### src/hdl/dlo_pkg.sv
// Constants for the DDR differential sample output stage
package dlo_pkg;
	// Register word addresses (byte address = 4 x word address)
	localparam logic [1:0] ADDR_CTRL   = 2'h0;
	localparam logic [1:0] ADDR_STATUS = 2'h1;
	localparam logic [1:0] ADDR_LAST   = 2'h2;
	// Control word field positions
	localparam int CTRL_DRV_LSB   = 0;
	localparam int CTRL_DBL_BIT   = 2;
	localparam int CTRL_FMT_BIT   = 3;
	localparam int CTRL_STD_BIT   = 4;
	localparam int CTRL_DTERM_LSB = 8;
	localparam int CTRL_CTERM_LSB = 12;
	// Status word field positions
	localparam int STAT_EMPTY_BIT = 0;
	localparam int STAT_FULL_BIT  = 1;
	localparam int STAT_FMT_BIT   = 2;
	localparam int STAT_STD_BIT   = 3;
	localparam int STAT_LVL_LSB   = 8;
	// Drive current codes
	localparam logic [1:0] DRV_3P5MA  = 2'h0;
	localparam logic [1:0] DRV_2P5MA  = 2'h1;
	localparam logic [1:0] DRV_4P5MA  = 2'h2;
	localparam logic [1:0] DRV_1P75MA = 2'h3;
	// Termination bits: 0 = 300 ohm, 1 = 185 ohm, 2 = 150 ohm, in parallel
	localparam logic [2:0] TERM_OPEN  = 3'h0;
	// Reset values
	localparam logic [1:0] DRV_RST    = DRV_3P5MA;
	localparam logic       DBL_RST    = 1'b0;
	localparam logic       FMT_RST    = 1'b0;
	localparam logic       STD_RST    = 1'b0;
	localparam logic [2:0] DTERM_RST  = TERM_OPEN;
	localparam logic [2:0] CTERM_RST  = TERM_OPEN;
endpackage : dlo_pkg

### src/hdl/dlo_ddr_out.sv
// Sample FIFO and DDR differential output stage with its register slave
`timescale 1ns/1ns

module dlo_fifo
#(
	parameter int WIDTH = 12,
	parameter int DEPTH = 16,
	localparam int AW   = $clog2(DEPTH),
	localparam int CW   = $clog2(DEPTH + 1)
)
(
	// Clock and reset
	input  wire logic             clk,
	input  wire logic             rst,
	// Filling side
	input  wire logic             in_valid,
	input  wire logic [WIDTH-1:0] in_data,
	output logic                  in_ready,
	// Draining side
	output logic                  out_valid,
	output logic [WIDTH-1:0]      out_data,
	input  wire logic             out_ready,
	// Fill level
	output logic [CW-1:0]         level
);
	logic [WIDTH-1:0] mem [DEPTH];
	logic [AW-1:0]    wp_q;
	logic [AW-1:0]    wp_d;
	logic [AW-1:0]    rp_q;
	logic [AW-1:0]    rp_d;
	logic [CW-1:0]    cnt_q;
	logic [CW-1:0]    cnt_d;
	logic             push;
	logic             pop;

	// Pointer wrap that also works for depths that are not a power of two
	function automatic logic [AW-1:0] nxt(input logic [AW-1:0] p);
		if (p == AW'(DEPTH - 1))
			return '0;
		return p + AW'(1);
	endfunction : nxt

	assign in_ready  = (cnt_q != CW'(DEPTH));
	assign out_valid = (cnt_q != '0);
	assign out_data  = mem[rp_q];
	assign level     = cnt_q;

	always_comb
	begin
		push  = in_valid & in_ready;
		pop   = out_valid & out_ready;
		wp_d  = push ? nxt(wp_q) : wp_q;
		rp_d  = pop ? nxt(rp_q) : rp_q;
		cnt_d = cnt_q + CW'(push) - CW'(pop);
	end

	always_ff @(posedge clk or posedge rst)
	begin
		if (rst)
		begin
			wp_q  <= '0;
			rp_q  <= '0;
			cnt_q <= '0;
		end
		else
		begin
			wp_q  <= wp_d;
			rp_q  <= rp_d;
			cnt_q <= cnt_d;
		end
	end

	// Storage has no reset; empty flag guards stale words
	always_ff @(posedge clk)
	begin
		if (push)
			mem[wp_q] <= in_data;
	end
endmodule : dlo_fifo

// Contract
// - Even bits of each sample launch with the forwarded clock rising edge.
// - Odd bits of each sample launch with the forwarded clock falling edge.
// - Two bits per pair per cycle; seven data pairs plus one clock pair.
// - Drive current select: 3.5 mA default, else 2.5, 4.5 or 1.75 mA.
// - Current double setting doubles drive for data and clock buffers.
// - Three termination resistors, any combination, eight settings from open.
// - Data pair and clock pair termination fields are separate.
// - Output coding two's complement or offset binary, by pin or register bit.
// - Differential DDR or parallel single-ended output, by register bit or strap.
module dlo_ddr_out
#(
	parameter int SAMPLE_W   = 12,
	parameter int PAIRS      = 7,
	parameter int FIFO_DEPTH = 16,
	localparam int LW        = $clog2(FIFO_DEPTH + 1)
)
(
	// Clock and reset
	input  wire logic                CLK_SYS,
	input  wire logic                RESET,
	// Avalon-MM register slave
	input  wire logic [1:0]          AVS_ADDRESS,
	input  wire logic                AVS_READ,
	input  wire logic                AVS_WRITE,
	input  wire logic [3:0]          AVS_BYTEENABLE,
	input  wire logic [31:0]         AVS_WRITEDATA,
	output logic [31:0]              AVS_READDATA,
	output logic                     AVS_WAITREQUEST,
	// Conversion results, two's complement
	input  wire logic                SMP_VALID,
	input  wire logic [SAMPLE_W-1:0] SMP_DATA,
	output logic                     SMP_READY,
	// Pins from outside the clock domain
	input  wire logic                SAMPLE_CLK,
	input  wire logic                FORMAT_STRAP_PIN,
	input  wire logic                STD_STRAP_PIN,
	// Differential DDR outputs
	output logic [PAIRS-1:0]         DATA_PAIR_POS,
	output logic [PAIRS-1:0]         DATA_PAIR_NEG,
	output logic                     FORWARDED_CLOCK_POS,
	output logic                     FORWARDED_CLOCK_NEG,
	output logic                     LVDS_OE,
	// Parallel single-ended outputs
	output logic [SAMPLE_W-1:0]      CMOS_DATA,
	output logic                     CMOS_OE,
	// Buffer settings
	output logic [1:0]               DRIVE_SEL,
	output logic                     CURRENT_DOUBLE,
	output logic [2:0]               DATA_TERM,
	output logic [2:0]               CLOCK_PAIR_TERMINATION
);

	// Bit 0 sample clock, bit 1 format strap, bit 2 standard strap
	logic [2:0]          s1_q;
	logic [2:0]          s2_q;
	logic [2:0]          s3_q;
	logic [2:0]          st_q;
	logic [2:0]          st_d;
	logic                rise;
	logic                fall;
	logic                ack_q;
	logic                ack_d;
	logic [31:0]         rdata_q;
	logic [31:0]         rdata_d;
	logic [1:0]          drv_q;
	logic [1:0]          drv_d;
	logic                dbl_q;
	logic                dbl_d;
	logic                fmt_q;
	logic                fmt_d;
	logic                std_q;
	logic                std_d;
	logic [2:0]          dterm_q;
	logic [2:0]          dterm_d;
	logic [2:0]          cterm_q;
	logic [2:0]          cterm_d;
	logic                wr_ctrl;
	logic                ob_eff;
	logic                cmos_eff;
	logic [SAMPLE_W-1:0] word_q;
	logic [SAMPLE_W-1:0] word_d;
	logic [PAIRS-1:0]    pair_q;
	logic [PAIRS-1:0]    pair_d;
	logic                fwd_q;
	logic                fwd_d;
	logic [SAMPLE_W-1:0] cdat_q;
	logic [SAMPLE_W-1:0] cdat_d;
	logic                loe_q;
	logic                loe_d;
	logic                coe_q;
	logic                coe_d;
	logic                f_valid;
	logic [SAMPLE_W-1:0] f_data;
	logic [LW-1:0]       f_level;

	// Picks bit 2i+ph for pair i; bits past the sample width send zero
	function automatic logic [PAIRS-1:0] lane_bits(input logic [SAMPLE_W-1:0] w,
		input int ph);
		logic [PAIRS-1:0] r;
		r = '0;
		for (int i = 0; i < PAIRS; i++)
			if (2 * i + ph < SAMPLE_W)
				r[i] = w[2 * i + ph];
		return r;
	endfunction : lane_bits

	// Offset binary only flips the top bit of the two's complement code
	function automatic logic [SAMPLE_W-1:0] coded(input logic [SAMPLE_W-1:0] w,
		input logic ob);
		return {w[SAMPLE_W-1] ^ ob, w[SAMPLE_W-2:0]};
	endfunction : coded

	dlo_fifo #(
		.WIDTH (SAMPLE_W),
		.DEPTH (FIFO_DEPTH)
	) u_fifo (
		.clk       (CLK_SYS),
		.rst       (RESET),
		.in_valid  (SMP_VALID),
		.in_data   (SMP_DATA),
		.in_ready  (SMP_READY),
		.out_valid (f_valid),
		.out_data  (f_data),
		.out_ready (rise),
		.level     (f_level)
	);

	// Pin synchronisers; a change counts once stages two and three agree
	always_comb
	begin
		st_d = (s2_q & s3_q) | (st_q & (s2_q ^ s3_q));
		rise = ~st_q[0] & s2_q[0] & s3_q[0];
		fall = st_q[0] & ~s2_q[0] & ~s3_q[0];
	end

	always_ff @(posedge CLK_SYS or posedge RESET)
	begin
		if (RESET)
		begin
			s1_q <= 3'h0;
			s2_q <= 3'h0;
			s3_q <= 3'h0;
			st_q <= 3'h0;
		end
		else
		begin
			s1_q <= {STD_STRAP_PIN, FORMAT_STRAP_PIN, SAMPLE_CLK};
			s2_q <= s1_q;
			s3_q <= s2_q;
			st_q <= st_d;
		end
	end

	// Either the strap or the register bit selects the mode
	assign ob_eff   = fmt_q | st_q[1];
	assign cmos_eff = std_q | st_q[2];

	// Register slave: every access waits exactly one cycle
	always_comb
	begin
		ack_d   = (AVS_READ | AVS_WRITE) & ~ack_q;
		wr_ctrl = AVS_WRITE & ack_q & (AVS_ADDRESS == dlo_pkg::ADDR_CTRL);
		drv_d   = drv_q;
		dbl_d   = dbl_q;
		fmt_d   = fmt_q;
		std_d   = std_q;
		dterm_d = dterm_q;
		cterm_d = cterm_q;
		rdata_d = rdata_q;
		if (wr_ctrl && AVS_BYTEENABLE[0])
		begin
			drv_d = AVS_WRITEDATA[dlo_pkg::CTRL_DRV_LSB +: 2];
			dbl_d = AVS_WRITEDATA[dlo_pkg::CTRL_DBL_BIT];
			fmt_d = AVS_WRITEDATA[dlo_pkg::CTRL_FMT_BIT];
			std_d = AVS_WRITEDATA[dlo_pkg::CTRL_STD_BIT];
		end
		if (wr_ctrl && AVS_BYTEENABLE[1])
		begin
			dterm_d = AVS_WRITEDATA[dlo_pkg::CTRL_DTERM_LSB +: 3];
			cterm_d = AVS_WRITEDATA[dlo_pkg::CTRL_CTERM_LSB +: 3];
		end
		if (AVS_READ && !ack_q)
		begin
			rdata_d = 32'h0000_0000;
			unique case (AVS_ADDRESS)
				dlo_pkg::ADDR_CTRL:
				begin
					rdata_d[dlo_pkg::CTRL_DRV_LSB +: 2]   = drv_q;
					rdata_d[dlo_pkg::CTRL_DBL_BIT]        = dbl_q;
					rdata_d[dlo_pkg::CTRL_FMT_BIT]        = fmt_q;
					rdata_d[dlo_pkg::CTRL_STD_BIT]        = std_q;
					rdata_d[dlo_pkg::CTRL_DTERM_LSB +: 3] = dterm_q;
					rdata_d[dlo_pkg::CTRL_CTERM_LSB +: 3] = cterm_q;
				end
				dlo_pkg::ADDR_STATUS:
				begin
					rdata_d[dlo_pkg::STAT_EMPTY_BIT]     = ~f_valid;
					rdata_d[dlo_pkg::STAT_FULL_BIT]      = ~SMP_READY;
					rdata_d[dlo_pkg::STAT_FMT_BIT]       = ob_eff;
					rdata_d[dlo_pkg::STAT_STD_BIT]       = cmos_eff;
					rdata_d[dlo_pkg::STAT_LVL_LSB +: LW] = f_level;
				end
				dlo_pkg::ADDR_LAST:
					rdata_d[SAMPLE_W-1:0] = word_q;
				default:
					rdata_d = 32'h0000_0000;
			endcase
		end
	end

	always_ff @(posedge CLK_SYS or posedge RESET)
	begin
		if (RESET)
		begin
			ack_q   <= 1'b0;
			rdata_q <= 32'h0000_0000;
			drv_q   <= dlo_pkg::DRV_RST;
			dbl_q   <= dlo_pkg::DBL_RST;
			fmt_q   <= dlo_pkg::FMT_RST;
			std_q   <= dlo_pkg::STD_RST;
			dterm_q <= dlo_pkg::DTERM_RST;
			cterm_q <= dlo_pkg::CTERM_RST;
		end
		else
		begin
			ack_q   <= ack_d;
			rdata_q <= rdata_d;
			drv_q   <= drv_d;
			dbl_q   <= dbl_d;
			fmt_q   <= fmt_d;
			std_q   <= std_d;
			dterm_q <= dterm_d;
			cterm_q <= cterm_d;
		end
	end

	// Launch: an empty FIFO repeats the last sample rather than stall the link
	always_comb
	begin
		word_d = word_q;
		pair_d = pair_q;
		fwd_d  = fwd_q;
		cdat_d = cdat_q;
		loe_d  = ~cmos_eff;
		coe_d  = cmos_eff;
		if (rise)
		begin
			if (f_valid)
				word_d = coded(f_data, ob_eff);
			pair_d = lane_bits(word_d, 0);
			fwd_d  = 1'b1;
			cdat_d = word_d;
		end
		else if (fall)
		begin
			pair_d = lane_bits(word_q, 1);
			fwd_d  = 1'b0;
		end
	end

	always_ff @(posedge CLK_SYS or posedge RESET)
	begin
		if (RESET)
		begin
			word_q <= '0;
			pair_q <= '0;
			fwd_q  <= 1'b0;
			cdat_q <= '0;
			loe_q  <= 1'b0;
			coe_q  <= 1'b0;
		end
		else
		begin
			word_q <= word_d;
			pair_q <= pair_d;
			fwd_q  <= fwd_d;
			cdat_q <= cdat_d;
			loe_q  <= loe_d;
			coe_q  <= coe_d;
		end
	end

	assign AVS_WAITREQUEST        = (AVS_READ | AVS_WRITE) & ~ack_q;
	assign AVS_READDATA           = rdata_q;
	assign DATA_PAIR_POS          = pair_q;
	assign DATA_PAIR_NEG          = ~pair_q;
	assign FORWARDED_CLOCK_POS    = fwd_q;
	assign FORWARDED_CLOCK_NEG    = ~fwd_q;
	assign LVDS_OE                = loe_q;
	assign CMOS_DATA              = cdat_q;
	assign CMOS_OE                = coe_q;
	assign DRIVE_SEL              = drv_q;
	assign CURRENT_DOUBLE         = dbl_q;
	assign DATA_TERM              = dterm_q;
	assign CLOCK_PAIR_TERMINATION = cterm_q;
endmodule : dlo_ddr_out

### config.mk
export PLATFORM = sky130hd
export DESIGN_NAME = dlo_ddr_out
export DESIGN_NICKNAME = d
export VERILOG_FILES = /design/src/hdl/dlo_pkg.sv /design/src/hdl/dlo_ddr_out.sv
export SDC_FILE = /design/constraint.sdc
export NUM_CORES = 1
export LEC_CHECK = 0
export BUFFER_PORTS_ARGS = -buffer_cell sky130_fd_sc_hd__buf_2
export CAP_MARGIN = 0
export CORE_MARGIN = 4
export CORE_UTILIZATION = 35
export CTS_CLUSTER_SIZE = 14
export DETAILED_ROUTE_END_ITERATION = 8
export GPL_TIMING_DRIVEN = 0
export PLACE_DENSITY = 0.62
export SLEW_MARGIN = 20
export SYNTH_ARGS = -nofsm -noshare
export SYNTH_HDL_FRONTEND = slang
export SYNTH_SLANG_ARGS = --single-unit
export TNS_END_PERCENT = 5
### constraint.sdc
create_clock -name CLK_SYS -period 4.13 [get_ports CLK_SYS]
set_clock_uncertainty 0.05 [all_clocks]
set_input_delay 0.826 -clock CLK_SYS [delete_from_list [all_inputs] [get_ports CLK_SYS]]
set_output_delay 0.826 -clock CLK_SYS [all_outputs]
set_load 0.01 [all_outputs]
Word-level counts from Yosys, hierarchy flattened:

Memories as Yosys holds them, arrays and structs flattened.
Index checks and enable logic that the tools add are counted.

* register bits: 74
* RAM bits: 192
* input bits: 58
* output and inout bits: 73
* logic and storage cells: 85
* memories: 1

* $add $sub $neg: 4
* equal/unequal tests: 5
* muxes and demuxes: 20
* bitwise gates (word level): 26
* reduce and logical (&&, ||, !) cells: 8

Memory list
* u_fifo.mem: depth 16, width 12, rd ports 1, clocked after Yosys merged registers in 0, wr ports 1, line dlo_ddr_out.sv:26 `logic [WIDTH-1:0] mem [DEPTH];`

Operators with widths (number)
* 2-to-1 mux 4 bit: 4
* 2-to-1 mux 7 bit: 2
* 2-to-1 mux 12 bit: 1
* case mux 4 bit (3 select lines): 1
* AND 1 bit: 9
* case mux 3 bit (3 select lines): 1
* adder 4 x 1 -> 4 bit, second input constant: 2
* equality test 4 bit, second input constant: 2
* NOT 1 bit: 8
* NOT 7 bit: 1
* AND 3 bit: 2
* 2-to-1 mux 1 bit: 6
* case mux 1 bit (2 select lines): 3
* adder 5 x 1 -> 5 bit: 1
* != test 5 bit, second input constant: 1
* nonzero test 5 bit: 1
* subtractor 5 x 1 -> 5 bit: 1
* logical AND 1 bit: 3
* 2-to-1 mux 3 bit: 1
* bitwise OR 1 bit: 3
* bitwise OR 3 bit: 1
* XOR 3 bit: 1
* equality test 2 x 1 -> 1 bit, second input constant: 1
* equality test 2 bit, second input constant: 1
* 6 further kinds: 6

Depth between registers and ports, before layout:

* depth after elaboration: 5
* gate-level depth with buffers: 15

Modules after synthesis:

Synthesis repeated with hierarchy kept, for this count alone.

* cell total of the unflattened synthesis: 631
* area total of the unflattened synthesis: 10901.7 µm²

Modules (own cells, without submodules)
* dlo_fifo: instances 1, cells each 387, area each 8071.5 µm²
* dlo_ddr_out: instances 1, cells each 244, area each 2830.2 µm²

Least setup slack after synthesis:

No wires, ideal clock.

* path kind: register -> register
* from: reg u_fifo.cnt_q[3], in the netlist u_fifo.level[3]
* to: reg u_fifo.cnt_q[4], in the netlist u_fifo.level[4]
* setup time: 0.080 ns
* arrival: 2.655 ns
* setup slack: 1.345 ns
* stages on the path, launching flop included: 16
* buffers on the path: 1
* clock period less this slack: 2.785 ns
* cells stage by stage: dfrtp_1 inv_1 ha_1 or4b_1 clkbuf_1 nand2_1 inv_2 ha_1 inv_1 ha_1 inv_1 fa_1 inv_1 a21oi_1 o21bai_1 xnor2_1

* elaborated cells between the ends (all ways): 6
* classes of those cells: add/sub: 2; eq/ne: 1; bitwise: 2; reduce/logical: 1

RTL lines
* from (decl): line dlo_ddr_out.sv:31 `logic [CW-1:0] cnt_q;`
* from (signal assigned): line dlo_ddr_out.sv:69 `cnt_q <= cnt_d;`
* nonzero test 5 bit: line dlo_ddr_out.sv:44 `assign out_valid = (cnt_q != '0);`
* AND 1 bit: line dlo_ddr_out.sv:51 `pop = out_valid & out_ready;`
* named net u_fifo.pop: line dlo_ddr_out.sv:34 `logic pop;`
* subtractor 5 x 1 -> 5 bit: line dlo_ddr_out.sv:54 `cnt_d = cnt_q + CW'(push) - CW'(pop);`
* named net u_fifo.cnt_d[4]: line dlo_ddr_out.sv:32 `logic [CW-1:0] cnt_d;`

The timed path passes the listed nets, and every way through them passes these cells.
A chain may end at the register's enable or synchronous reset.

Worst setup path after layout:

Same ends and word-level chain as after synthesis.

==> run metrics <==
Psw 2.56 mW; R2R Setup Slk 1.00 ns; CTS tree yes; Synth area leaders edfxtp_1, dfrtp_1, mux4_2, ha_1, mux2i_1; RSZ-0062 raised after global routing false; GRT Util Overall 0.140; Synth Area in Compound Gates 0.0467; Hold WC Path Type in -> async; Worst-path clk slew 0.06 ns; CTS Buf Count 27; Die Height 183 um; netlist area before placement 10,800 um2; clk sink count 265; Tcrit/Tclk final 0.758; placed insts 1,140; die width 183 um; status completed; initial DRC count 469; initial antenna violation count 0; core box area 30,000 um2; CP Max Fanout 10; router iterations before antenna repair 5; Crit path top cell by count inv_1; CP cell instances inv_1, ha_1, or4b_1, clkbuf_1, nand2_1, inv_2, ha_1, inv_1, ha_1, inv_1, fa_1, inv_1, a21oi_1, o21bai_1, xnor2_1; Leakage 4.82 nW; DIE AREA 33,600 um2; post-synthesis cell type count 48; clock share of power 0.280; Primary FF master, synth edfxtp_1; cell taking the most area after synthesis edfxtp_1; cell internal pwr 5.69 mW; Slew Viols, Final 0; Sw Share 0.310; mean area per synthesized cell 17.2 um2; Initial Util 0.359; synth warn 0; Final min period 3.13 ns; worst path required time 4.52 ns; largest family of logic cells by synthesized area multiplexers; gpl congestion 0.778; VDD IR max 367 uV; Avg Vias per Cell 4.98; XOR/XNOR Fraction of Synth Area 0.00639; ys async rst share 0.275; HPWL after DPL 16,900 um; largest net degree at the start of global routing 42; Port Buffers 88; post-synthesis adder-cell area fraction 0.0228; Reg power frac 0.428; Max-slew headroom 0.390; routed length per instance 20.1 um; Worst-Skew Late Latency 0.53 ns; Nets 856; Fmax achieved 320 MHz; Antenna Nets Post-Route 0; Syn-to-layout area delta 19.4%; Resize count post-CTS 0; final setup vio count 0; cts hold-fix bufs 0; clock buffer depth 3; Worst path slowest cell or4b_1; synthesized flop and latch total 265; CP Capture Type flip-flop; Rows 63; Tightest Pin Transition 0.913 ns; max cap viols 0; Final Hold Vio Count 0; Critical Path Start Type flip-flop; Comb power frac 0.292; vias in the first global route 5,928; global-route wire length before repair 36,200 um; Crit Path Category reg -> reg; Layout Cells excl Fill 1,186; Pwr Density 643 nW/um2; total gr overflow 0; Post-CTS Setup Inserts 0; via count 5,909; fraction of layout cells with a size suffix above 1 0.315; Residual DRC 0; top cell type's share of synthesized area 0.536; final wirelength 23,800 um; htree depth 1; CTS root buffer clkbuf_16; mux cell area share after synthesis 0.143; Seq/Total Area, Yosys 0.705; ant diodes 0; critical path arrival 3.52 ns; Post-Syn Instances 627; crit-path max cell delay 0.43 ns; IO Pins 131; Core Util, Final 0.429; simple-gate share of the synthesized area 0.0409; EDFF count, synth 192
cells by family (layout without fill, tap and decap cells):
family,count (synthesis),in the layout
buf+inv,71,223
xor+xnor,7,7
compound gates,77,77
fa+ha+maj,19,19
other cells,2,19
flops,265,265
mux,89,89
simple gates,97,97
synth_stat cells (11+ instances only):
| cell type | number |
|---|---|
| ha_1 | 18 |
| mux4_2 | 46 |
| edfxtp_1 | 192 |
| dfrtp_1 | 73 |
| mux2_2 | 11 |
| inv_1 | 23 |
| o21ai_1 | 26 |
| a21oi_1 | 11 |
| nor2_1 | 16 |
| buf_4 | 23 |
| clkbuf_1 | 12 |
| nand2_1 | 50 |
| mux2i_1 | 22 |
critical path, delay by kind of cell, from the launching register on:
kind | cells | cell delay, ns
xor gates and xnor gates | 1 | 0.13
buffers and inverters | 6 | 0.61
DFF | 1 | 0.39
and+or+nand+nor | 2 | 0.61
AOI/OAI and AO/OA | 2 | 0.22
adders and majority gates | 4 | 1.04
layout make-up:
type,instances,area [um2]
sequential,265,7590
timing repair buffer,106,644
clock buffer,31,711
inverter,24,92.6
fill,2640,17100
buffer,47,280
tap,390,488
clock inverter,15,125
multi-input combinational,308,2920
worst paths after layout:
check / startpoint / to / cells after the start
worst max-delay path: u_fifo.level[3] / u_fifo.level[4] / 15
worst min-delay path: RESET / AVS_READDATA[5] / 2
worst max register to register: u_fifo.level[3] / u_fifo.level[4] / 15
worst min register to register: s1_q[2] / s2_q[2] / 0
max in group asynchronous: RESET / u_fifo.wp_q[0] / 3
min in group CLK_SYS: s1_q[2] / s2_q[2] / 0
power by group through the flow:
stage	Combinational, mW	Sequential (mW)	Clock [mW]
2_1_floorplan	1.55	3.56	0
3_3_place_gp	2.33	3.58	0
3_5_place_dp	2.45	3.59	0
4_1_cts	2.46	3.54	2.37
5_1_grt	2.65	3.58	2.49
6_report	2.41	3.53	2.31
routing by layer:
metal	GRT usage	wire (um)
met2	0.219	10900
met1	0.200	10600
met4	0.0340	495
met5	0	0
met3	0.0307	1920
registers in the layout, indices dropped and copies added (netlist names), 2 cells and up:
name / cells
u_fifo.rp_q: 4
u_fifo.mem: 192
s1_q: 3
DRIVE_SEL: 2
s3_q: 3
s2_q: 3
DATA_PAIR_POS: 6
DATA_TERM: 3
CLOCK_PAIR_TERMINATION: 3
u_fifo.wp_q: 4
CMOS_DATA: 12
u_fifo.level: 5
st_q: 3
AVS_READDATA: 15
cells in the final DEF, fill, tap and decap left out, drive strengths merged, types with 2 or more instances in the layout:
cell type,count
a22o,2
or3,6
mux2,18
nor3,5
clkbuf,43
a22oi,8
nand3,4
inv,25
mux2i,22
mux4,49
nand2,50
dfrtp,73
buf,141
or2,3
bufinv,2
clkinv,11
o21ai,28
a21o,6
nor3b,2
xor2,2
nor2,16
o221ai,5
nand2b,6
nand4,2
ha,18
o211ai,6
xnor2,5
edfxtp,192
a21oi,11
a222oi,5
conb,19
per-stage QoR:
step | hold WS (ns) | power, mW | setup WS [ns] | instance area, um2 | setup TNS, ns
after floorplan | 0.281 | 5.10 | 1.35 | 10800 | 0
after global placement | 0.286 | 5.92 | -0.0537 | 11800 | -0.627
after detailed placement | 0.293 | 6.04 | 0.990 | 12000 | 0
after CTS | 0.253 | 8.37 | 0.974 | 12800 | 0
after global routing | 0.277 | 8.72 | 0.768 | 12800 | 0
final | 0.252 | 8.26 | 1.00 | 12800 | 0
No activity file was read; power rests on OpenSTA's default activity.
